### src/core/apdm_pkg.sv
package apdm_pkg;
  // ******************************
  // timing
  // ******************************
  localparam int CLK_FREQ_HZ = 125000000;
  localparam int CLK_PERIOD_NS = 8;
  // least reference recovery after sleep wake, in microseconds
  localparam int REF_RECOVER_US = 1100;
  localparam int REF_RECOVER_CYC = (REF_RECOVER_US * (CLK_FREQ_HZ / 1000000));
  // host serial clock divider: half period in clk cycles (64 ns period)
  localparam int SCK_HALF_CYC = 4;
  // host chip select pulse low and high times in clk cycles
  localparam int CS_PHASE_CYC = 8;
  // ******************************
  // frame and power-down counts
  // ******************************
  localparam int FRAME_BITS = 16;
  localparam int DATA_BITS = 14;
  localparam logic [2:0] NAP_PULSES = 3'h2;
  localparam logic [2:0] SLEEP_PULSES = 3'h4;
  // ******************************
  // power state
  // ******************************
  typedef enum logic [1:0] {
    APDM_AWAKE = 2'b00,
    APDM_NAP = 2'b01,
    APDM_SLEEP = 2'b10
  } apdm_pwr_e;
  // ******************************
  // host command
  // ******************************
  typedef enum logic [1:0] {
    APDM_CMD_CONV = 2'b00,
    APDM_CMD_NAP = 2'b01,
    APDM_CMD_SLEEP = 2'b10,
    APDM_CMD_WAKE = 2'b11
  } apdm_cmd_e;
endpackage

### src/core/apdm_if.sv
`timescale 1ns/1ps
`default_nettype none
// ******************************
// serial link between host and converter
// ******************************
interface apdm_if;
  logic cs_n;
  logic sck;
  logic sdo_o;
  logic sdo_oe;
  // released sdo reads high, so a host sampling too early misses the leading zeros
  wire sdo = sdo_oe ? sdo_o : 1'b1;
  modport device (input cs_n, input sck, output sdo_o, output sdo_oe);
  modport host (output cs_n, output sck, input sdo);
endinterface
`default_nettype wire

### src/core/apdm_device.sv
`timescale 1ns/1ps
`default_nettype none
module apdm_device (
  input wire logic clk,
  input wire logic rstn,
  apdm_if.device link,
  input wire logic [apdm_pkg::DATA_BITS-1:0] sample,
  output logic [apdm_pkg::DATA_BITS-1:0] result,
  output logic result_valid,
  output logic bias_en,
  output logic ref_en,
  output apdm_pkg::apdm_pwr_e pwr_state
);
  import apdm_pkg::*;

  // ******************************
  // pin synchronisers
  // ******************************
  logic [1:0] cs_sync;
  logic [1:0] sck_sync;
  logic [1:0] next_cs_sync;
  logic [1:0] next_sck_sync;
  logic cs_q;
  logic sck_q;
  logic next_cs_q;
  logic next_sck_q;

  // first stage feeds only the second
  always_comb begin
    next_cs_sync = {cs_sync[0], link.cs_n};
    next_sck_sync = {sck_sync[0], link.sck};
    next_cs_q = cs_sync[1];
    next_sck_q = sck_sync[1];
  end

  always_ff @(posedge clk) begin
    if (!rstn) begin
      cs_sync <= 2'h3;
      sck_sync <= 2'h0;
      cs_q <= 1'b1;
      sck_q <= 1'b0;
    end else begin
      cs_sync <= next_cs_sync;
      sck_sync <= next_sck_sync;
      cs_q <= next_cs_q;
      sck_q <= next_sck_q;
    end
  end

  logic cs_fall;
  logic cs_rise;
  logic sck_fall;
  logic sck_edge;
  assign cs_fall = cs_q & ~cs_sync[1];
  assign cs_rise = ~cs_q & cs_sync[1];
  assign sck_fall = sck_q & ~sck_sync[1];
  assign sck_edge = sck_q ^ sck_sync[1];

  // ******************************
  // power state and pulse counting
  // ******************************
  apdm_pwr_e pwr;
  apdm_pwr_e next_pwr;
  logic [2:0] pulse_cnt;
  logic [2:0] next_pulse_cnt;
  logic sck_moved;
  logic next_sck_moved;
  logic clean_rise;
  logic [2:0] cnt_inc;

  // a pulse counts only if sck stayed still from its fall to its rise
  assign clean_rise = cs_rise & ~sck_edge & ~sck_moved;
  assign cnt_inc = pulse_cnt + 3'h1;

  // any clock edge restarts counting so a real frame never powers down
  // limitation: a sleep request passes through nap after its second pulse
  always_comb begin
    next_pwr = pwr;
    next_pulse_cnt = pulse_cnt;
    next_sck_moved = sck_moved;
    if (sck_edge) begin
      next_pulse_cnt = 3'h0;
      next_sck_moved = 1'b1;
    end else if (cs_fall) begin
      next_sck_moved = 1'b0;
    end else if (cs_rise) begin
      if (sck_moved) begin
        next_pulse_cnt = 3'h0;
      end else if (pulse_cnt != 3'h7) begin
        next_pulse_cnt = cnt_inc;
      end
    end
    case (pwr)
      APDM_AWAKE: begin
        if (clean_rise && cnt_inc == NAP_PULSES) begin
          next_pwr = APDM_NAP;
        end
      end
      APDM_NAP: begin
        // a full clock pulse wakes, taken on its falling edge
        if (sck_fall) begin
          next_pwr = APDM_AWAKE;
        end else if (clean_rise && cnt_inc == SLEEP_PULSES) begin
          next_pwr = APDM_SLEEP;
        end
      end
      APDM_SLEEP: begin
        if (sck_fall) begin
          next_pwr = APDM_AWAKE;
        end
      end
      default: begin
        next_pwr = APDM_AWAKE;
      end
    endcase
  end

  always_ff @(posedge clk) begin
    if (!rstn) begin
      pwr <= APDM_AWAKE;
      pulse_cnt <= 3'h0;
      sck_moved <= 1'b0;
    end else begin
      pwr <= next_pwr;
      pulse_cnt <= next_pulse_cnt;
      sck_moved <= next_sck_moved;
    end
  end

  // bias stays up in nap so wake-up converts at once
  always_comb begin
    bias_en = (pwr != APDM_SLEEP);
    ref_en = (pwr != APDM_SLEEP);
    pwr_state = pwr;
  end

  // ******************************
  // conversion frame and data output
  // ******************************
  logic in_frame;
  logic next_in_frame;
  logic [4:0] fall_cnt;
  logic [4:0] next_fall_cnt;
  logic [FRAME_BITS-1:0] shreg;
  logic [FRAME_BITS-1:0] next_shreg;
  logic [DATA_BITS-1:0] held;
  logic [DATA_BITS-1:0] next_held;
  logic sdo_oe_r;
  logic next_sdo_oe_r;
  logic [DATA_BITS-1:0] next_result;
  logic next_result_valid;

  // one cycle of latency: a frame shifts out the previous sample
  always_comb begin
    next_in_frame = in_frame;
    next_fall_cnt = fall_cnt;
    next_shreg = shreg;
    next_held = held;
    next_sdo_oe_r = sdo_oe_r;
    next_result = result;
    next_result_valid = 1'b0;
    if (cs_rise) begin
      next_in_frame = 1'b0;
      next_sdo_oe_r = 1'b0;
      if (fall_cnt >= 5'(FRAME_BITS)) begin
        next_result = sample;
        next_result_valid = 1'b1;
      end
    end else if (cs_fall && pwr == APDM_AWAKE) begin
      next_in_frame = 1'b1;
      next_fall_cnt = 5'h0;
      next_sdo_oe_r = 1'b1;
      next_shreg = {2'b00, held};
      next_held = sample;
    end else if (in_frame && sck_fall) begin
      next_shreg = {shreg[FRAME_BITS-2:0], 1'b0};
      if (fall_cnt != 5'h1F) begin
        next_fall_cnt = fall_cnt + 5'h1;
      end
      if (fall_cnt == 5'(FRAME_BITS - 1)) begin
        next_sdo_oe_r = 1'b0;
      end
    end
  end

  always_ff @(posedge clk) begin
    if (!rstn) begin
      in_frame <= 1'b0;
      fall_cnt <= 5'h0;
      shreg <= '0;
      held <= '0;
      sdo_oe_r <= 1'b0;
      result <= '0;
      result_valid <= 1'b0;
    end else begin
      in_frame <= next_in_frame;
      fall_cnt <= next_fall_cnt;
      shreg <= next_shreg;
      held <= next_held;
      sdo_oe_r <= next_sdo_oe_r;
      result <= next_result;
      result_valid <= next_result_valid;
    end
  end

  assign link.sdo_o = shreg[FRAME_BITS-1];
  assign link.sdo_oe = sdo_oe_r;
endmodule
`default_nettype wire

### src/flat_wrapper.sv
// flat-port wrapper written by rule: the top's interface ports become plain ports
module apdm_device_flat import apdm_pkg::*;
  (clk, rstn, sample, result, result_valid, bias_en, ref_en, pwr_state, link_cs_n, link_sck, link_sdo_o, link_sdo_oe);
  apdm_if link_i ();
  input wire logic clk;
  input wire logic rstn;
  input wire logic [apdm_pkg::DATA_BITS-1:0] sample;
  output logic [apdm_pkg::DATA_BITS-1:0] result;
  output logic result_valid;
  output logic bias_en;
  output logic ref_en;
  output apdm_pkg::apdm_pwr_e pwr_state;
  input wire logic [$bits(link_i.cs_n)-1:0] link_cs_n;
  input wire logic [$bits(link_i.sck)-1:0] link_sck;
  output wire logic [$bits(link_i.sdo_o)-1:0] link_sdo_o;
  output wire logic [$bits(link_i.sdo_oe)-1:0] link_sdo_oe;
  assign link_i.cs_n = link_cs_n;
  assign link_i.sck = link_sck;
  assign link_sdo_o = link_i.sdo_o;
  assign link_sdo_oe = link_i.sdo_oe;
  apdm_device u_core (.clk(clk), .rstn(rstn), .link(link_i), .sample(sample), .result(result), .result_valid(result_valid), .bias_en(bias_en), .ref_en(ref_en), .pwr_state(pwr_state));
endmodule
### config.mk
export PLATFORM = sky130hd
export DESIGN_NAME = apdm_device_flat
export DESIGN_NICKNAME = d
export VERILOG_FILES = /design/src/core/apdm_pkg.sv /design/src/core/apdm_if.sv /design/src/core/apdm_device.sv /design/src/flat_wrapper.sv
export SDC_FILE = /design/constraint.sdc
export NUM_CORES = 1
export LEC_CHECK = 0
export BUFFER_PORTS_ARGS = -buffer_cell sky130_fd_sc_hd__clkbuf_2
export CORE_UTILIZATION = 55
export DETAILED_ROUTE_END_ITERATION = 10
export HOLD_SLACK_MARGIN = 0.12
export PLACE_DENSITY = 0.81
export SKIP_LAST_GASP = 1
export SYNTH_ARGS = -nofsm -noshare
export SYNTH_HDL_FRONTEND = slang
export SYNTH_SLANG_ARGS = --single-unit
export TNS_END_PERCENT = 10
### constraint.sdc
create_clock -name clk -period 2.3 [get_ports clk]
set_clock_uncertainty 0.2 [all_clocks]
set_input_delay 0.46 -clock clk [delete_from_list [all_inputs] [get_ports clk]]
set_output_delay 0.46 -clock clk [all_outputs]
set_load 0.005 [all_outputs]
==> flow_summary.json, run 1 <==
{
  "worstReg2RegStart": "u_core.fall_cnt[0]",
  "rows": 24,
  "synth_cell_types": 34,
  "cts_setup_buffers": 0,
  "synth_area_leaders": "dfxtp_1, nand2_1, a21boi_0, a21oi_1, ha_1",
  "drv_cap": 0,
  "endpoint_kind": "register",
  "drtIter0Drc": 96,
  "placed_area_um2": 2840,
  "grt_max_degree": 46,
  "final_common_cell": "nand2_1",
  "nNetsFinal": 373,
  "crit_path_start_kind": "register",
  "cp_max_fo": 4,
  "finalHoldViolCount": 0,
  "worst_pin_slew_ns": 0.515,
  "path_cells": "ha_1, and3_1, ha_1, nor3_1, mux2i_1, nor2_1",
  "cpMostUsedCell": "ha_1",
  "drc": 1,
  "finalSetupTns_ns": 0,
  "htreeDepth": 3,
  "drtPass1Iterations": 9,
  "p_comb_share_pct": 5.3,
  "critPathBufInv": 0,
  "grt_pass1_wl_mm": 8.96,
  "antenna_cells": 0,
  "preCtsSetupSlack_ns": 0.253,
  "seq_area_frac_synth_pct": 48.8,
  "clkSinkCount": 64,
  "cts_tree": "done",
  "stdcell_area_um2": 3040,
  "fin_crit_sh_pct": 89.6,
  "timing.final.ws_setup_ns": 0.239,
  "insertion_delay_ns": 0.33,
  "grtUsageTotal_pct": 22.7,
  "synth_top_area_cell": "dfxtp_1",
  "fin_crit_ns": 2.06,
  "min_from": "link_sck",
  "antenna_found_initial": 0,
  "clk_pin_slew_ns": 0.06,
  "routedWlPerCell_um": 12.7,
  "report.final.slew_viol_count": 0,
  "whs_path_depth": 2,
  "ys_seq_elements": 64,
  "reg2reg_slack_ns": 0.24,
  "clk_path_buf_depth": 2,
  "worstPathRequired_ns": 2.32,
  "rsz0062_at_grt": "no",
  "antenna_left": 0,
  "dr_total_vias": 2193,
  "async_flop_share_pct": 0,
  "r2r_end": "u_core.fall_cnt[1]",
  "final_util_pct": 67.8,
  "cts-buffers-inserted": 9,
  "instances_no_fill": 402,
  "fp.dieH_um": 71.1,
  "layout_common_cells": "nand2_1, dfxtp_1, clkbuf_2, a21oi_1, a21boi_0",
  "cpPeakStageDelay_ns": 0.47,
  "wl_mm": 5.10,
  "viasPerCell": 5.46,
  "power_frac_clock_pct": 42.0,
  "clock.fmax_mhz": 485,
  "die_area_um2": 5050,
  "power.leakage_nw": 1.22,
  "finalSetupViolations": 0,
  "netlist_area_um2": 2620,
  "synth_top_area_share_pct": 48.8,
  "worstPathArrival_ns": 2.08,
  "vdd_drop_max_mv": 0.463,
  "area_growth_syn_to_layout_pct": 15.7,
  "cp_slowest_cell": "nor3_1",
  "start_util_pct": 58.6,
  "violations": "design-rule violations",
  "hold_end": "u_core.sck_sync[0]",
  "root_buffer": "clkbuf_8",
  "io_buffers": 38,
  "switching_share_pct": 22.1,
  "core_um2": 4470,
  "ys.flop_type": "dfxtp_1",
  "pwr-share-seq_pct": 52.8,
  "fp.dieW_um": 71.1,
  "drive_gt1_share_pct": 17.4,
  "io_pins": 39,
  "dpl.hpwl_mm": 3.44,
  "post-place-cells": 386,
  "cp_top_family": "simple AND/OR/NAND/NOR gates",
  "avgSynthCellArea_um2": 8.49,
  "status": "complete, but fails checks",
  "path_class": "register to register",
  "synth_warnings": 0,
  "syn_nets": 336,
  "worstRegToRegCells": 6,
  "gp_congestion": 0.801,
  "synth-edff-count": 0,
  "switchingPower_mw": 0.482,
  "cellPowerDensity_nw_per_um2": 720,
  "grt_overflow": 0,
  "synthCells": 309,
  "relSlewSlack_pct": 65.4,
  "holdCritPathClass": "input pin to register",
  "grt_pass1_vias": 2084,
  "internal-power_mw": 1.70
}
registers in the layout, summed over array words and instances, names as in the netlist, 2 cells and up:
register	count
u_core.fall_cnt	5
u_core.result	14
u_core.pwr_state	2
u_core.held	14
u_core.cs_sync	2
u_core.sck_sync	2
u_core.pulse_cnt	3
u_core.shreg	16
how the worst max path moves through the flow:
| stage | start | end | slack, ns | depth (start not counted) |
|---|---|---|---|---|
| after global routing | u_core.fall_cnt[0] | u_core.fall_cnt[4] | 0.09 | 6 |
| final | u_core.fall_cnt[0] | u_core.fall_cnt[1] | 0.24 | 6 |
| after CTS | u_core.fall_cnt[0] | u_core.fall_cnt[1] | 0.24 | 6 |
| after detailed placement | u_core.fall_cnt[0] | u_core.fall_cnt[1] | 0.25 | 6 |
| after floorplan | u_core.fall_cnt[0] | u_core.fall_cnt[1] | 0.40 | 6 |
| after global placement | u_core.fall_cnt[0] | u_core.fall_cnt[1] | 0.34 | 6 |
metrics by stage:
step / hold slack [ns] / power, mW
after global routing: 0.155 / 2.27
after floorplan: 0.186 / 1.25
after detailed placement: 0.198 / 1.29
after global placement: 0.189 / 1.29
final: 0.135 / 2.19
after CTS: 0.126 / 2.20
synthesized netlist by cell type (2+ instances only):
library cell  instances
a21oi_1              32
ha_1                  9
buf_2                 7
nand2b_1              8
or4_1                 2
nand2_1              79
nor4b_1               3
o21ai_0              17
and3_1                2
clkbuf_1             10
nand3_1               3
a21boi_0             29
xnor2_1               2
and2_1                3
dfxtp_1              64
nor2b_1               6
nor2_1               11
inv_1                 6
layout make-up:
type | count | area, µm²
Fill cell | 368 | 1440
Sequential cell | 64 | 1280
Multi-Input combinational cell | 220 | 1230
Timing Repair Buffer | 45 | 245
Clock buffer | 11 | 141
Tap cell | 52 | 65.1
Clock inverter | 4 | 45.0
Inverter | 6 | 22.5
worst reg2reg max path, delay by kind of cell (launching register included):
| family | cells | cell delay, ns |
|---|---|---|
| adders and majority gates | 2 | 0.43 |
| muxes | 1 | 0.25 |
| and+or+nand+nor | 3 | 0.73 |
| DFF | 1 | 0.35 |
power groups by stage:
stage          registers, mW  clock network (mW)  logic, mW
4_1_cts                 1.15               0.931      0.116
6_report                1.15               0.918      0.115
5_1_grt                 1.16               0.981      0.131
3_3_place_gp            1.18                   0      0.112
2_1_floorplan           1.17                   0     0.0771
3_5_place_dp            1.18                   0      0.113
kinds of logic (layout without fill, tap and decap cells):
logic type                 Yosys count  after routing  synth area share, %
muxes                                1              1                0.382
AOI/OAI and AO/OA                   84             84                 19.6
and+or+nand+nor                    124            124                 22.1
adders and majority gates            9              9                 4.29
buffers and inverters               25             66                 4.10
xor gates and xnor gates             2              2                0.668
DFF                                 64             64                 48.8
layer usage:
metal / GRT usage (%) / up-vias / part of all wire (%)
met5: 0 / - / 0
met4: 12.0 / 0 / 2.1
met3: 4.56 / 11 / 2.3
met2: 38.6 / 36 / 49
met1: 27.2 / 1037 / 47
li1: - / 1109 / -
timing repair:
action / CTS / global route
hold buffers: 1 / 0
hold endpoints to repair: 1 / 0
resized for setup: 0 / 0
(Power assumes the default switching activity.)
==> run 2, diff against run 1 <==
--- a/config.mk
+++ b/config.mk
@@ -6,10 +6,10 @@
 export NUM_CORES = 1
 export LEC_CHECK = 0
 export BUFFER_PORTS_ARGS = -buffer_cell sky130_fd_sc_hd__clkbuf_2
-export CORE_UTILIZATION = 55
+export CORE_UTILIZATION = 45
 export DETAILED_ROUTE_END_ITERATION = 10
 export HOLD_SLACK_MARGIN = 0.12
-export PLACE_DENSITY = 0.81
+export PLACE_DENSITY = 0.72
 export SKIP_LAST_GASP = 1
 export SYNTH_ARGS = -nofsm -noshare
 export SYNTH_HDL_FRONTEND = slang
==> constraint.sdc (replaced) <==
create_clock -name clk -period 1.7 [get_ports clk]
set_clock_uncertainty 0.2 [all_clocks]
set_input_delay 0.34 -clock clk [delete_from_list [all_inputs] [get_ports clk]]
set_output_delay 0.34 -clock clk [all_outputs]
set_load 0.005 [all_outputs]
==> flow_summary.json, run 2 (same netlist as run 1, synthesis figures left out) <==
{
  "status": "complete, but fails checks",
  "violations": "negative setup slack",
  "rsz0062_at_grt": "yes",
  "finalSetupViolations": 4,
  "power.leakage_nw": 1.39,
  "report.final.slew_viol_count": 0,
  "worstRegToRegCells": 7,
  "start_util_pct": 47.1,
  "rows": 27,
  "multi_input_area_um2": 1320,
  "die_area_um2": 6140,
  "cp_max_fo": 4,
  "drtPass1Iterations": 4,
  "antenna_cells": 0,
  "clock.fmax_mhz": 560,
  "final_common_cell": "nand2_1",
  "nFillCells": 471,
  "path_class": "register to register",
  "routedWlPerCell_um": 13.0,
  "drv_cap": 0,
  "grt_overflow": 0,
  "whs_path_depth": 1,
  "cpMostUsedCell": "ha_4",
  "stdcell_area_um2": 3510,
  "antenna_left": 0,
  "cts_tree": "done",
  "worst_pin_slew_ns": 0.352,
  "largest_reg_flops": 16,
  "fin_crit_sh_pct": 105,
  "layout_common_cells": "nand2_1, dfxtp_1, clkbuf_2, a21oi_1, a21boi_0",
  "endpoint_kind": "register",
  "io_pins": 39,
  "grtUsageTotal_pct": 20.6,
  "instances_no_fill": 457,
  "dpl.hpwl_mm": 3.69,
  "relSlewSlack_pct": 76.6,
  "grt_pass1_wl_mm": 9.82,
  "fp.dieH_um": 78.4,
  "path_cells": "ha_4, and3_4, ha_4, nor3_4, buf_4, xnor2_1, nor2_1",
  "cp_top_family": "simple AND/OR/NAND/NOR gates",
  "gp_congestion": 0.843,
  "placed_area_um2": 3020,
  "core_um2": 5570,
  "total_power_mw": 3.26,
  "insertion_delay_ns": 0.35,
  "clk_path_buf_depth": 2,
  "post-place-cells": 421,
  "viasPerCell": 5.15,
  "area_growth_syn_to_layout_pct": 33.9,
  "worstPathRequired_ns": 1.73,
  "cts-buffers-inserted": 9,
  "regMostFlops": "u_core.shreg",
  "antenna_found_initial": 0,
  "preCtsSetupSlack_ns": -0.0372,
  "clkSinkCount": 64,
  "largestRegisters": "u_core.shreg: 16 flops, u_core.held: 14 flops, u_core.result: 14 flops",
  "cellPowerDensity_nw_per_um2": 928,
  "cpPeakStageDelay_ns": 0.34,
  "dr_total_vias": 2355,
  "worstPathArrival_ns": 1.82,
  "root_buffer": "clkbuf_8",
  "crit_path_start_kind": "register",
  "grt_pass1_vias": 2197,
  "finalHoldViolCount": 0,
  "htreeDepth": 3,
  "drc": 0,
  "critPathBufInv": 1,
  "io_buffers": 38,
  "timing.final.ws_setup_ns": -0.0848,
  "cp_slowest_cell": "dfxtp_2",
  "register_area_um2": 1290,
  "grt_max_degree": 43,
  "final_util_pct": 63.0,
  "vdd_drop_max_mv": 0.749,
  "holdCritPathClass": "register to register",
  "worstSetupPathDepth": 7,
  "drive_gt1_share_pct": 25.2,
  "fp.dieW_um": 78.4,
  "fin_crit_ns": 1.78,
  "clk_pin_slew_ns": 0.07,
  "wl_mm": 5.94,
  "nNetsFinal": 407,
  "drtIter0Drc": 75
}
## run 2: cell types whose count changed in the layout (fill, tap and decap cells not counted), moves of 2 or more
cell           previous run  this run
buf_4                     6        21
buf_6                     0         2
clkinv_2                  3         0
clkinv_4                  0         2
clkinvlp_4                0         2
dfxtp_1                  64        60
dfxtp_2                   0         4
dlygate4sd3_1             1        17
ha_1                      9         7
ha_4                      0         2
nand2b_1                  8         6
nand2b_4                  0         2
## run 2: per-stage QoR
step | setup TNS (ns) | hold slack (ns)
floorplan | -0.00115 | 0.186
global placement | 0 | 0.198
detailed placement | -0.0673 | 0.197
CTS | -0.126 | 0.214
global route | -0.742 | 0.225
finish | -0.158 | 0.210
## run 2: what timing repair did
action | in CTS | in global routing
gates resized for setup | 1 | 14
setup endpoints to repair | 8 | 32
pin swaps | 0 | 4
hold buffers | 17 | 0
hold endpoints to repair | 31 | 0
buffers inserted | 0 | 3
## run 2: path summary, 6_finish.rpt
path	startpoint	endpoint	slack (ns)
max	u_core.fall_cnt[0]	u_core.fall_cnt[0]	-0.08
min	u_core.cs_sync[0]	u_core.cs_sync[1]	0.21
max reg2reg	u_core.fall_cnt[0]	u_core.fall_cnt[0]	-0.08
min reg2reg	u_core.cs_sync[0]	u_core.cs_sync[1]	0.21
## run 2: layer usage
metal  track usage (%)  wire length, µm  vias up
li1                  -                -     1180
met1              24.0             2770     1108
met2              34.5             2820       54
met3              7.21              237       13
met4              8.33              109        0
met5                 0                0        -
## run 2: worst register-to-register path, stage by stage (launching register included)
cell and delay [ns]:
dfxtp_2 0.34, ha_4 0.15, and3_4 0.18, ha_4 0.18, nor3_4 0.26, buf_4 0.17, xnor2_1 0.12, nor2_1 0.07
## run 2: cell type report
cell class | instances | area share, %
inverters | 6 | 0.641
clock buffers | 10 | 3.92
clock inverters | 6 | 2.64
repair buffers | 79 | 16.0
well taps | 72 | 2.57
flip-flops and latches | 64 | 36.6
multi-input cells | 220 | 37.7
## run 2: power breakdown
part / internal [mW] / switching [mW]
combinational: 0.104 / 0.103
clock: 0.870 / 0.621
sequential: 1.54 / 0.0243
total: 2.51 / 0.748
